### config.mk
export PLATFORM = sky130hd
export DESIGN_NAME = dds_control_profiles
export DESIGN_NICKNAME = d
export VERILOG_FILES = /design/src/dds_control_pkg.sv /design/src/dds_control_profiles.sv /design/src/pin_sync.sv
export VERILOG_INCLUDE_DIRS = /design/src /design/src/src
export SDC_FILE = /design/constraint.sdc
export NUM_CORES = 2
export LEC_CHECK = 0
export BUFFER_PORTS_ARGS = -buffer_cell sky130_fd_sc_hd__buf_2
export CAP_MARGIN = 40
export CORE_MARGIN = 3
export CORE_UTILIZATION = 24
export DETAILED_ROUTE_END_ITERATION = 10
export PLACE_DENSITY = 0.46
export REMOVE_ABC_BUFFERS = 1
export SLEW_MARGIN = 20
export SYNTH_ARGS = -nofsm -noshare
export SYNTH_HDL_FRONTEND = slang
export SYNTH_SLANG_ARGS = --single-unit
### constraint.sdc
create_clock -name ref_clk_in -period 4.6 [get_ports ref_clk_in]
set_input_delay 0.69 -clock ref_clk_in [delete_from_list [all_inputs] [get_ports ref_clk_in]]
set_output_delay 0.69 -clock ref_clk_in [all_outputs]
set_load 0.03 [all_outputs]
### src/dds_control_map.svh
// Register byte map, field positions, reset values and timing counts of the DDS control block
`ifndef DDS_CONTROL_MAP_SVH
`define DDS_CONTROL_MAP_SVH

// ------------------------------------------------------------
// Byte addresses (lowest address holds the least significant byte)
// ------------------------------------------------------------
`define DDS_ADDR_CFR       6'h00
`define DDS_ADDR_STEP      6'h04
`define DDS_ADDR_RAMP      6'h08
`define DDS_PROF_BASE      10
`define DDS_PROF_STRIDE    6
`define DDS_PROF_POW_OFS   4
`define DDS_LAST_ADDR      6'h21

// ------------------------------------------------------------
// Control function register fields
// ------------------------------------------------------------
`define CFR_SWEEP_EN       15
`define CFR_SINE_SEL       14
`define CFR_CP_OFFSET      13
`define CFR_REF_DIV_HI     12
`define CFR_REF_DIV_LO     11
`define CFR_CP_POLARITY    10
`define CFR_FB_DIV_HI      9
`define CFR_FB_DIV_LO      8
`define CFR_DIV2_DISABLE   6
`define CFR_SYNC_DISABLE   5
`define CFR_PD_MIXER       4
`define CFR_PD_CP          3
`define CFR_PD_CORE        2
`define CFR_SDIO_IN_ONLY   1
`define CFR_LSB_FIRST      0

// ------------------------------------------------------------
// Reset values and constants
// ------------------------------------------------------------
`define DDS_CFR_RST        32'h0000_0018
`define DDS_QUARTER_TURN   14'h1000
`define DDS_SYNC_HALF      2
`define DDS_HOP_MIN_CYCLES 16
`define DDS_PIN_RST        23'h02_C000

`endif

### src/dds_control_pkg.sv
// Types shared by the DDS control block
package dds_control_pkg;
  typedef enum logic {SER_INSTR, SER_DATA} ser_state_e;
  typedef logic [7:0] byte_t;
  typedef logic [1:0] profile_t;
endpackage

### src/dds_control_profiles.sv
// DDS control register file, serial/parallel port, profiles and phase datapath
`include "dds_control_map.svh"
`timescale 1ns/1ps
`default_nettype none
module dds_control_profiles
  import dds_control_pkg::*;
#(
  parameter int SYNC_HALF = `DDS_SYNC_HALF
) (
  input  wire logic        ref_clk_in,
  input  wire logic        arst_n_in,
  input  wire logic        io_serial_mode_in,
  input  wire logic [5:0]  par_addr_in,
  input  wire logic [7:0]  par_data_in,
  input  wire logic        par_wr_n_in,
  input  wire logic        par_rd_n_in,
  output logic      [7:0]  par_data_out,
  output logic             par_data_oe_out,
  input  wire logic        ser_clk_in,
  input  wire logic        ser_cs_n_in,
  input  wire logic        sdio_in,
  output logic             sdio_out,
  output logic             sdio_oe_out,
  output logic             sdo_out,
  input  wire logic        profile_sel_low_in,
  input  wire logic        profile_sel_high_in,
  input  wire logic        freq_update_strobe_in,
  output logic             sync_out_clock_out,
  output logic             sync_out_clock_oe_out,
  output logic      [13:0] conv_phase_out,
  output logic      [1:0]  active_profile_out,
  output logic             cp_offset_out,
  output logic             cp_polarity_out,
  output logic      [2:0]  ref_div_ratio_out,
  output logic      [2:0]  fb_div_ratio_out,
  output logic             ref_div2_en_out,
  output logic             mixer_pd_out,
  output logic             cp_pd_out,
  output logic             core_pd_out,
  output logic             full_sleep_out
);
  localparam logic [31:0] CFR_RST = `DDS_CFR_RST;
  localparam int          NREG    = int'(`DDS_LAST_ADDR) + 1;

  // ------------------------------------------------------------
  // Pin synchronisation
  // ------------------------------------------------------------
  logic [22:0] pins;
  logic [22:0] pins_d;

  pin_sync #(.WIDTH(23), .RST_VAL(`DDS_PIN_RST)) u_sync (
    .ref_clk_in (ref_clk_in),
    .arst_n_in  (arst_n_in),
    .pins_in    ({io_serial_mode_in, freq_update_strobe_in, profile_sel_high_in,
                  profile_sel_low_in, sdio_in, ser_cs_n_in, ser_clk_in,
                  par_rd_n_in, par_wr_n_in, par_data_in, par_addr_in}),
    .pins_out   (pins)
  );

  logic [5:0] s_addr;
  logic [7:0] s_data;
  logic       s_wr_n, s_rd_n, s_sclk, s_cs_n, s_sdi, s_serial, s_fud;
  profile_t   s_psel;

  assign s_addr   = pins[5:0];
  assign s_data   = pins[13:6];
  assign s_wr_n   = pins[14];
  assign s_rd_n   = pins[15];
  assign s_sclk   = pins[16];
  assign s_cs_n   = pins[17];
  assign s_sdi    = pins[18];
  assign s_psel   = {pins[20], pins[19]};
  assign s_fud    = pins[21];
  assign s_serial = pins[22];

  // ------------------------------------------------------------
  // Register bytes and field views
  // ------------------------------------------------------------
  byte_t        regs      [NREG];
  byte_t        next_regs [NREG];
  logic [31:0]  control_function_reg, step_word, prof_ftw [4];
  logic [15:0]  ramp_word;
  logic [13:0]  prof_pow [4];

  assign control_function_reg       = {regs[3], regs[2], regs[1], regs[0]};
  assign step_word = {regs[7], regs[6], regs[5], regs[4]};
  assign ramp_word = {regs[9], regs[8]};

  // Each profile owns a tuning word and a 14-bit offset
  for (genvar p = 0; p < 4; p++) begin : g_prof
    localparam int B = `DDS_PROF_BASE + p * `DDS_PROF_STRIDE;
    localparam int O = B + `DDS_PROF_POW_OFS;
    assign prof_ftw[p] = {regs[B+3], regs[B+2], regs[B+1], regs[B]};
    assign prof_pow[p] = {regs[O+1][5:0], regs[O]};
  end

  function automatic byte_t read_byte(input logic [5:0] a);
    read_byte = (a <= `DDS_LAST_ADDR) ? regs[a] : 8'h00;
  endfunction

  // ------------------------------------------------------------
  // Serial port
  // ------------------------------------------------------------
  ser_state_e ser_state, next_ser_state;
  logic [2:0] ser_cnt, next_ser_cnt;
  logic [7:0] ser_sh, next_ser_sh, ser_obyte, next_ser_obyte;
  logic [5:0] ser_addr, next_ser_addr;
  logic       ser_rw, next_ser_rw, ser_obit, next_ser_obit;
  logic       ser_wr;
  logic [7:0] ser_wdata;
  logic       lsb_first, sclk_rise, sclk_fall;

  assign lsb_first = control_function_reg[`CFR_LSB_FIRST];
  assign sclk_rise = s_sclk & ~pins_d[16];
  assign sclk_fall = ~s_sclk & pins_d[16];

  // Instruction byte then data bytes, address stepping per byte
  always_comb begin
    next_ser_state = ser_state;
    next_ser_cnt   = ser_cnt;
    next_ser_sh    = ser_sh;
    next_ser_obyte = ser_obyte;
    next_ser_addr  = ser_addr;
    next_ser_rw    = ser_rw;
    next_ser_obit  = ser_obit;
    ser_wr         = 1'b0;
    ser_wdata      = 8'h00;
    if (!s_serial || s_cs_n) begin
      next_ser_state = SER_INSTR;
      next_ser_cnt   = 3'h0;
    end else if (sclk_rise) begin
      next_ser_sh  = lsb_first ? {s_sdi, ser_sh[7:1]} : {ser_sh[6:0], s_sdi};
      next_ser_cnt = ser_cnt + 3'h1;
      if (ser_cnt == 3'h7) begin
        case (ser_state)
          SER_INSTR: begin
            next_ser_rw    = next_ser_sh[7];
            next_ser_addr  = next_ser_sh[5:0];
            next_ser_obyte = read_byte(next_ser_sh[5:0]);
            next_ser_state = SER_DATA;
          end
          SER_DATA: begin
            ser_wr         = ~ser_rw;
            ser_wdata      = next_ser_sh;
            next_ser_addr  = ser_addr + 6'h01;
            next_ser_obyte = read_byte(ser_addr + 6'h01);
          end
          default: next_ser_state = SER_INSTR;
        endcase
      end
    end else if (sclk_fall && ser_state == SER_DATA) begin
      next_ser_obit = lsb_first ? ser_obyte[ser_cnt] : ser_obyte[3'h7 - ser_cnt];
    end
  end

  always_ff @(posedge ref_clk_in or negedge arst_n_in) begin
    if (!arst_n_in) begin
      ser_state <= SER_INSTR;
      ser_cnt   <= 3'h0;
      ser_sh    <= 8'h00;
      ser_obyte <= 8'h00;
      ser_addr  <= 6'h00;
      ser_rw    <= 1'b0;
      ser_obit  <= 1'b0;
    end else begin
      ser_state <= next_ser_state;
      ser_cnt   <= next_ser_cnt;
      ser_sh    <= next_ser_sh;
      ser_obyte <= next_ser_obyte;
      ser_addr  <= next_ser_addr;
      ser_rw    <= next_ser_rw;
      ser_obit  <= next_ser_obit;
    end
  end

  // ------------------------------------------------------------
  // Register writes from the selected port
  // ------------------------------------------------------------
  logic       par_wr;
  logic       wr_en;
  logic [5:0] wr_addr;
  logic [7:0] wr_data;

  assign par_wr  = ~s_serial & s_wr_n & ~pins_d[14];         // End of write pulse
  assign wr_en   = par_wr | ser_wr;
  assign wr_addr = s_serial ? ser_addr : s_addr;
  assign wr_data = s_serial ? ser_wdata : s_data;

  // Unmapped addresses swallow writes
  always_comb begin
    next_regs = regs;
    if (wr_en && wr_addr <= `DDS_LAST_ADDR) begin
      next_regs[wr_addr] = wr_data;
    end
  end

  always_ff @(posedge ref_clk_in or negedge arst_n_in) begin
    if (!arst_n_in) begin
      for (int i = 0; i < NREG; i++) begin
        regs[i] <= (i < 4) ? CFR_RST[8*(i%4) +: 8] : 8'h00;
      end
    end else begin
      regs <= next_regs;
    end
  end

  // ------------------------------------------------------------
  // Sync clock, profile select and frequency update
  // ------------------------------------------------------------
  logic [7:0] sync_cnt, next_sync_cnt;
  logic       sync_ph, next_sync_ph, sync_rise;
  profile_t   prof, next_prof;
  logic       load_words;

  // Sync clock keeps running even when the core is powered down
  always_comb begin
    next_sync_cnt = sync_cnt + 8'h01;
    next_sync_ph  = sync_ph;
    if (sync_cnt == 8'(SYNC_HALF - 1)) begin
      next_sync_cnt = 8'h00;
      next_sync_ph  = ~sync_ph;
    end
    sync_rise  = (sync_cnt == 8'(SYNC_HALF - 1)) & ~sync_ph;
    next_prof  = sync_rise ? s_psel : prof;
    load_words = (s_fud & ~pins_d[21]) | (next_prof != prof);
  end

  always_ff @(posedge ref_clk_in or negedge arst_n_in) begin
    if (!arst_n_in) begin
      sync_cnt <= 8'h00;
      sync_ph  <= 1'b0;
      prof     <= 2'h0;
      pins_d   <= `DDS_PIN_RST;
    end else begin
      sync_cnt <= next_sync_cnt;
      sync_ph  <= next_sync_ph;
      prof     <= next_prof;
      pins_d   <= pins;
    end
  end

  // ------------------------------------------------------------
  // Phase datapath
  // ------------------------------------------------------------
  logic [31:0] act_ftw, next_act_ftw, freq_acc, next_freq_acc;
  logic [31:0] phase_acc, next_phase_acc;
  logic [15:0] ramp_cnt, next_ramp_cnt;
  logic [13:0] act_pow, next_act_pow, pow_d, next_pow_d, next_conv;
  logic        sweep_en, core_pd;

  assign sweep_en = control_function_reg[`CFR_SWEEP_EN];
  assign core_pd  = control_function_reg[`CFR_PD_CORE];

  always_comb begin
    next_act_ftw   = load_words ? prof_ftw[next_prof] : act_ftw;
    next_act_pow   = load_words ? prof_pow[next_prof] : act_pow;
    next_freq_acc  = freq_acc;
    next_ramp_cnt  = ramp_cnt;
    next_phase_acc = phase_acc;
    next_pow_d     = pow_d;
    if (!core_pd) begin
      if (!sweep_en) begin
        next_freq_acc = 32'h0;
        next_ramp_cnt = ramp_word;
      end else if (ramp_cnt == 16'h0) begin
        next_ramp_cnt = ramp_word;
        next_freq_acc = freq_acc + step_word;
      end else begin
        next_ramp_cnt = ramp_cnt - 16'h1;
      end
      next_phase_acc = phase_acc + act_ftw + (sweep_en ? freq_acc : 32'h0);
      next_pow_d     = act_pow;
    end
    next_conv = phase_acc[31:18] + pow_d;
    if (control_function_reg[`CFR_SINE_SEL]) begin
      next_conv = next_conv - `DDS_QUARTER_TURN;
    end
  end

  always_ff @(posedge ref_clk_in or negedge arst_n_in) begin
    if (!arst_n_in) begin
      act_ftw        <= 32'h0;
      act_pow        <= 14'h0;
      freq_acc       <= 32'h0;
      ramp_cnt       <= 16'h0;
      phase_acc      <= 32'h0;
      pow_d          <= 14'h0;
      conv_phase_out <= 14'h0;
    end else begin
      act_ftw        <= next_act_ftw;
      act_pow        <= next_act_pow;
      freq_acc       <= next_freq_acc;
      ramp_cnt       <= next_ramp_cnt;
      phase_acc      <= next_phase_acc;
      pow_d          <= next_pow_d;
      conv_phase_out <= core_pd ? conv_phase_out : next_conv;
    end
  end

  // ------------------------------------------------------------
  // Registered control and port outputs
  // ------------------------------------------------------------
  logic [7:0] next_par_q;
  logic       next_par_oe, next_sdio_oe;
  logic [2:0] next_ref_div, next_fb_div;

  always_comb begin
    next_par_oe  = ~s_serial & ~s_rd_n;
    next_par_q   = next_par_oe ? read_byte(s_addr) : 8'h00;
    next_sdio_oe = s_serial & ~s_cs_n & ser_rw & (ser_state == SER_DATA)
                   & ~control_function_reg[`CFR_SDIO_IN_ONLY];
    next_ref_div = control_function_reg[`CFR_REF_DIV_HI] ? 3'd4 :
                   (control_function_reg[`CFR_REF_DIV_LO] ? 3'd2 : 3'd1);
    next_fb_div  = control_function_reg[`CFR_FB_DIV_HI] ? 3'd4 :
                   (control_function_reg[`CFR_FB_DIV_LO] ? 3'd2 : 3'd1);
  end

  always_ff @(posedge ref_clk_in or negedge arst_n_in) begin
    if (!arst_n_in) begin
      par_data_out          <= 8'h00;
      par_data_oe_out       <= 1'b0;
      sdio_out              <= 1'b0;
      sdio_oe_out           <= 1'b0;
      sdo_out               <= 1'b0;
      sync_out_clock_out    <= 1'b0;
      sync_out_clock_oe_out <= 1'b1;
      active_profile_out    <= 2'h0;
      cp_offset_out         <= 1'b0;
      cp_polarity_out       <= 1'b0;
      ref_div_ratio_out     <= 3'd1;
      fb_div_ratio_out      <= 3'd1;
      ref_div2_en_out       <= 1'b1;
      mixer_pd_out          <= 1'b1;
      cp_pd_out             <= 1'b1;
      core_pd_out           <= 1'b0;
      full_sleep_out        <= 1'b0;
    end else begin
      par_data_out          <= next_par_q;
      par_data_oe_out       <= next_par_oe;
      sdio_out              <= ser_obit;
      sdio_oe_out           <= next_sdio_oe;
      sdo_out               <= ser_obit;
      sync_out_clock_out    <= next_sync_ph & ~control_function_reg[`CFR_SYNC_DISABLE];
      sync_out_clock_oe_out <= ~control_function_reg[`CFR_SYNC_DISABLE];
      active_profile_out    <= prof;
      cp_offset_out         <= control_function_reg[`CFR_CP_OFFSET];
      cp_polarity_out       <= control_function_reg[`CFR_CP_POLARITY];
      ref_div_ratio_out     <= next_ref_div;
      fb_div_ratio_out      <= next_fb_div;
      ref_div2_en_out       <= ~control_function_reg[`CFR_DIV2_DISABLE];
      mixer_pd_out          <= control_function_reg[`CFR_PD_MIXER];
      cp_pd_out             <= control_function_reg[`CFR_PD_CP];
      core_pd_out           <= core_pd;
      full_sleep_out        <= &control_function_reg[`CFR_PD_MIXER:`CFR_PD_CORE];
    end
  end
endmodule
`default_nettype wire

### src/pin_sync.sv
// Two-flop synchroniser for a group of asynchronous pins
`timescale 1ns/1ps
`default_nettype none
module pin_sync #(
  parameter int          WIDTH   = 1,
  parameter logic [WIDTH-1:0] RST_VAL = '0
) (
  input  wire logic             ref_clk_in,
  input  wire logic             arst_n_in,
  input  wire logic [WIDTH-1:0] pins_in,
  output logic      [WIDTH-1:0] pins_out
);
  logic [WIDTH-1:0] meta;

  // ------------------------------------------------------------
  // Per-bit double flop; first stage feeds only the second
  // ------------------------------------------------------------
  for (genvar b = 0; b < WIDTH; b++) begin : g_bit
    always_ff @(posedge ref_clk_in or negedge arst_n_in) begin
      if (!arst_n_in) begin
        meta[b]     <= RST_VAL[b];
        pins_out[b] <= RST_VAL[b];
      end else begin
        meta[b]     <= pins_in[b];
        pins_out[b] <= meta[b];
      end
    end
  end
endmodule
`default_nettype wire

; Word-level counts from Yosys, hierarchy flattened
; Index checks and enable logic that the tools add are counted.
[totals]
ff_bits = 561
input_bits = 25
out_inout_bits = 43
elab_cells = 248
[op_classes]
add_sub_neg = 10
order_cmp = 12
eq_ne = 4
n_mux = 58
n_bitwise = 35
n_reduce_logical = 15
[ops]
columns = op, count
row1 = 272-bit bitwise mux, 1
row2 = 32-bit 2-to-1 mux, 5
row3 = 8-bit binary-select mux with 6-bit select, 3
row4 = 8-bit 2-to-1 mux, 18
row5 = 32-bit adder, 3
row6 = 32-bit binary-select mux with 2-bit select, 1
row7 = 8-bit demux with 6-bit select, 1
row8 = 14-bit 2-to-1 mux, 3
row9 = 16-bit 2-to-1 mux, 2
row10 = 14-bit binary-select mux with 2-bit select, 1
row11 = 7-bit greater-or-equal comparator (second input constant), 4
row12 = 6-bit NOT with 7-bit output, 4
row13 = 6-bit <= comparator (second input constant), 4
row14 = 16-bit zero test, 1
row15 = 1-bit NOT, 16
row16 = 8-bit case mux with 2 select lines, 1
row17 = 16-bit by 1-bit subtractor with 16-bit output (second input constant), 1
row18 = 14-bit adder, 1
row19 = 14-bit by 13-bit subtractor with 14-bit output (second input constant), 1
row20 = 1-bit AND, 12
row21 = 3-bit 2-to-1 mux, 4
row22 = 6-bit case mux with 2 select lines, 1
row23 = 1-bit 2-to-1 mux, 11
row24 = 3-bit AND reduction, 3
row25 = 22 further kinds, 32

; Longest topological paths before layout
[depth]
depth_word = 7
depth_mapped = 17
mapped_depth_nobuf = 14

; Hierarchy
; From an unflattened synthesis, not the netlist that was laid out.
[hier_totals]
cells_unflattened = 3272
hier_area_um2 = 32944.1
[by_module_without_submodules]
columns = module, instances, cells_per_inst, area_each_um2, seq_area_each_um2
row1 = dds_control_profiles, 1, 3226, 31785.5, 12423.2
row2 = pin_sync, 1, 46, 1158.6, 1158.6

; Least setup slack after synthesis
; No wires, ideal clock.
[synth_timing]
kind = register to register
from = register ser_addr[0]
to = register ser_obyte[0]
setup_ns = 0.134
t_arrival_ns = 3.985
required_time_ns = 4.466
setup_slack_ns = 0.481
path_stages_with_launch = 16
path_buffers = 7
synth_period_minus_slack_ns = 4.119
cell_sequence = dfrtp_1 -> clkbuf_1 -> clkbuf_1 -> buf_2 -> buf_1 -> inv_1 -> ha_1 -> buf_2 -> buf_2 -> clkbuf_1 -> mux4_2 -> mux4_2 -> mux2i_1 -> o22ai_1 -> a31oi_1 -> o21ai_0
[synth_between]
elab_chain_len = 7
word_cells_on_any_way = 8
classes_between = add/sub (1) / order compare (1) / mux (5) / bitwise (1)
[synth_lines]
columns = item, line
row1 = start: declaration, dds_control_profiles.sv:107  ; logic [5:0] ser_addr, next_ser_addr;
row2 = start signal: assignment, dds_control_profiles.sv:170  ; ser_addr <= next_ser_addr;
row3 = 6-bit by 1-bit adder with 6-bit output (*), dds_control_profiles.sv:146  ; next_ser_obyte = read_byte(ser_addr + 6'h01);
row4 = 6-bit NOT with 7-bit output (implied by the code), dds_control_profiles.sv:98  ; read_byte = (a <= `DDS_LAST_ADDR) ? regs[a] : 8'h00;
row5 = 8-bit binary-select mux with 6-bit select, dds_control_profiles.sv:98
row6 = 8-bit 2-to-1 mux (implied by the code) (2 in series), dds_control_profiles.sv:98
row7 = 8-bit 2-to-1 mux (*), dds_control_profiles.sv:98
row8 = 8-bit case mux with 2 select lines (*), dds_control_profiles.sv:135  ; case (ser_state)
row9 = end signal: assignment, dds_control_profiles.sv:169  ; ser_obyte <= next_ser_obyte;
row10 = end: declaration, dds_control_profiles.sv:106  ; logic [7:0] ser_sh, next_ser_sh, ser_obyte, next_ser_obyte;
; Mark *: on every way between the ends. The rest lies on a longest branch, timed or not. The select of a mux whose other input is x is not followed.
; A chain may end at the register's enable or synchronous reset.

; Final worst setup path
[layout_timing]
from = register regs (netlist bit control_function_reg[15])
to = register phase_acc[28]
[layout_between]
elab_chain_len = 2
[layout_lines]
columns = item, line
row1 = start: declaration, dds_control_profiles.sv:79  ; byte_t regs [NREG];
row2 = start signal: indexed assignment, dds_control_profiles.sv:200  ; regs[i] <= (i < 4) ? CFR_RST[8*(i%4) +: 8] : 8'h00;
row3 = start signal: assignment, dds_control_profiles.sv:203  ; regs <= next_regs;
row4 = 32-bit 2-to-1 mux, dds_control_profiles.sv:271  ; next_phase_acc = phase_acc + act_ftw + (sweep_en ? freq_acc : 32'h0);
row5 = 32-bit adder, dds_control_profiles.sv:271
row6 = end signal: assignment, dds_control_profiles.sv:294  ; phase_acc <= next_phase_acc;
row7 = end: declaration, dds_control_profiles.sv:246  ; logic [31:0] phase_acc, next_phase_acc;
; No other way between the ends.

==> out/results.txt <==
status: finished clean
Detailed Route Iter0 Violations: 2572
Initial Util: 24.3%
post-CTS setup buffer count: 0
DRT antenna net count: 0
arrival time at the worst endpoint: 4320 ps
NetSw: 5.74 mW
Seq pwr share: 35.7%
layout cell share with drive strength beyond 1: 16.6%
Rows: 134
slew of the pin with the lowest slew margin: 932 ps
GRT Overall Usage: 17.8%
top_reg_cell synth: dfrtp_1
clk sink count: 542
Hold WS: 73.1 ps
Slew headroom: 37.8%
Post-synth EDFFs: 0
MaxCap Viol Count: 0
Placed Area: 35600 µm²
Post-Layout Cell Count: 5230
Detail Route met3 WL: 8450 µm
Die Wd: 375 µm
count of cell types in the netlist: 85
per-cell routed wire length: 24.4 µm
die area: 140000 µm²
area share of the largest cell type after synthesis: 40.4%
most common cell in the synthesized netlist: nand2_1
nets: 3546
clk buf depth: 3
data required time of the critical path: 5140 ps
Port Buffers: 67
top cells by area, synth: dfrtp_1 40%, mux4_2 11%, nand2_1 9.9%, o21ai_0 5.7%, ha_1 3.2%
fillers: 14100
DRT met1 WL: 56000 µm
clk_skew: 33.9 ps
Critical Path Fanout Max: 18
worst skew pair latency: 680 ps
register bit total from synthesis: 542
maximum VDD drop: 0.316 mV
cell count after synthesis: 3407
largest net degree at the start of global routing: 98
final number of hold-violating endpoints: 0
DR vias/cell: 5.19
# IOs: 68
sequential area share after synthesis: 41.6%
DP Cell Count: 5106
CTS resizes: 0
RSZ-0062 raised after global routing: no
vias in the first global route: 26000
final setup fails: 0
first-pass GRT wire length: 187000 µm
FF/Latch Area: 13600 µm²
Initial DRT Pass Iterations: 5
YS warnings: 0
max frequency: 264 MHz
Int Pwr: 10.5 mW
total number of vias: 27100
Area Overhead vs Synth: 16.2%
Final Cycle Share: 82.3%
combinational power share: 29.5%
final wirelength: 128000 µm
WS Path Type: reg -> reg
drc violations: 0
Clock transition at path regs: 70 ps
core area: 134000 µm²
Met2 Wirelength: 56000 µm
sw frac: 35.3%
final core occ: 28.3%
Sum Neg Setup Slack: 0 ps
die height: 375 µm
initial antenna violation count: 6
CP Launch Type: register
root buffer cell: clkbuf_16
max reg flops: 128
Tmin final: 3780 ps
Avg Cell Area, Syn: 9.58 µm²
Slew Limit Fails: 0
worst hold path type: in -> async
Post-CTS Hold Buffers: 0
CTS buffer count: 61
Final GP Congestion: 0.904
total grt overflow: 0
hpwl dp: 90500 µm
asr flop ratio synth: 100%
crit end category: register
Netlist Area Pre-Place: 32600 µm²
TritonCTS clock tree: built
clock power share: 34.8%
Max Used Layer: met5
H-Tree Depth: 2
Synth top cells by count: 859 x nand2_1, 527 x dfrtp_1, 369 x o21ai_0, 166 x mux4_2, 158 x clkbuf_1
Synth area leader: dfrtp_1
multi-input logic area: 18200 µm²
PD cells: 429 nW/µm²
fin area: 38000 µm²
Leakage: 15.5 nW
placed cells by master (no fill, tap or decap), types with 32 or more instances in the layout:
master,synthesis,final
nand3_1,87,87
mux4_2,166,166
nand2_1,859,859
a311oi_1,47,47
clkbuf_16,0,62
xnor2_1,43,43
o21ai_0,369,368
a31oi_1,78,77
ha_1,83,82
a21oi_1,118,110
fa_1,34,34
nor2_1,137,137
mux2_2,69,68
and2_1,34,34
inv_1,36,34
dfrtp_1,527,522
buf_4,9,71
xor2_1,34,32
mux2i_1,58,52
a21o_1,36,36
and3_1,89,89
buf_2,41,66
layer usage:
metal,track usage (%),vias up
li1,-,12200
met1,24.5,13600
met2,27.1,1063
met3,2.91,229
met4,8.69,2
met5,0,-
area by class of cell:
cell class | instances | share of cell area, %
antenna | 5 | 0.0330
clock buffer | 84 | 4.60
clock inverter | 32 | 1.54
inverter | 38 | 0.376
multi-input combinational | 2591 | 47.8
sequential | 542 | 35.8
tap | 1768 | 5.83
timing repair buffer | 170 | 3.96
through the flow:
step / worst slack [ps] / power [mW]
2_1_floorplan: -3600 / 8.86
3_3_place_gp: 822 / 10.6
3_5_place_dp: 799 / 10.7
4_1_cts: 784 / 16.4
5_1_grt: 372 / 17.1
6_report: 815 / 16.3
critical path, cell delays in order (launching register included):
cell       delay (ps)
dfrtp_1           390
buf_4             200
and2_1            160
fa_1              490
ha_1              320
a211oi_1           90
o21bai_1          270
o221ai_1          220
a21o_1            230
a31oi_1           270
nor2_1            130
o2111ai_1         430
a21oi_1            80
a2111oi_0         370
power by group through the flow:
stage	Sequential, mW	Combinational [mW]	Clock (mW)
after CTS	5.82	4.79	5.80
after floorplan	5.89	2.97	0
final	5.81	4.80	5.66
after global routing	5.89	5.27	5.97
after global placement	5.92	4.72	0
after detailed placement	5.91	4.76	0
cell families (layout without fill, tap and decap cells):
group,Yosys count,after routing,share of synthesized area (%)
DFF,542,542,41.6
muxes,294,294,15.7
buffers and inverters,274,324,3.41
and+or+nand+nor,1300,1300,17.0
AOI/OAI and AO/OA,802,802,14.9
adders and majority gates,117,117,5.27
xor gates and xnor gates,78,78,2.12
other,0,5,0
path summary, 6_finish.rpt:
path | slack [ps] | endpoint | startpoint | cells past startpoint
max | 820 | phase_acc[28] | control_function_reg[15] | 13
min | 70 | u_sync.meta[8] | arst_n_in | 1
max reg2reg | 820 | phase_acc[28] | control_function_reg[15] | 13
min reg2reg | 340 | u_sync.pins_out[10] | u_sync.meta[10] | 0
max in group asynchronous | 3350 | conv_phase_out[3] | arst_n_in | 2
min in group ref_clk_in | 110 | u_sync.meta[15] | par_rd_n_in | 1
Power figures use the tool's default switching activity.
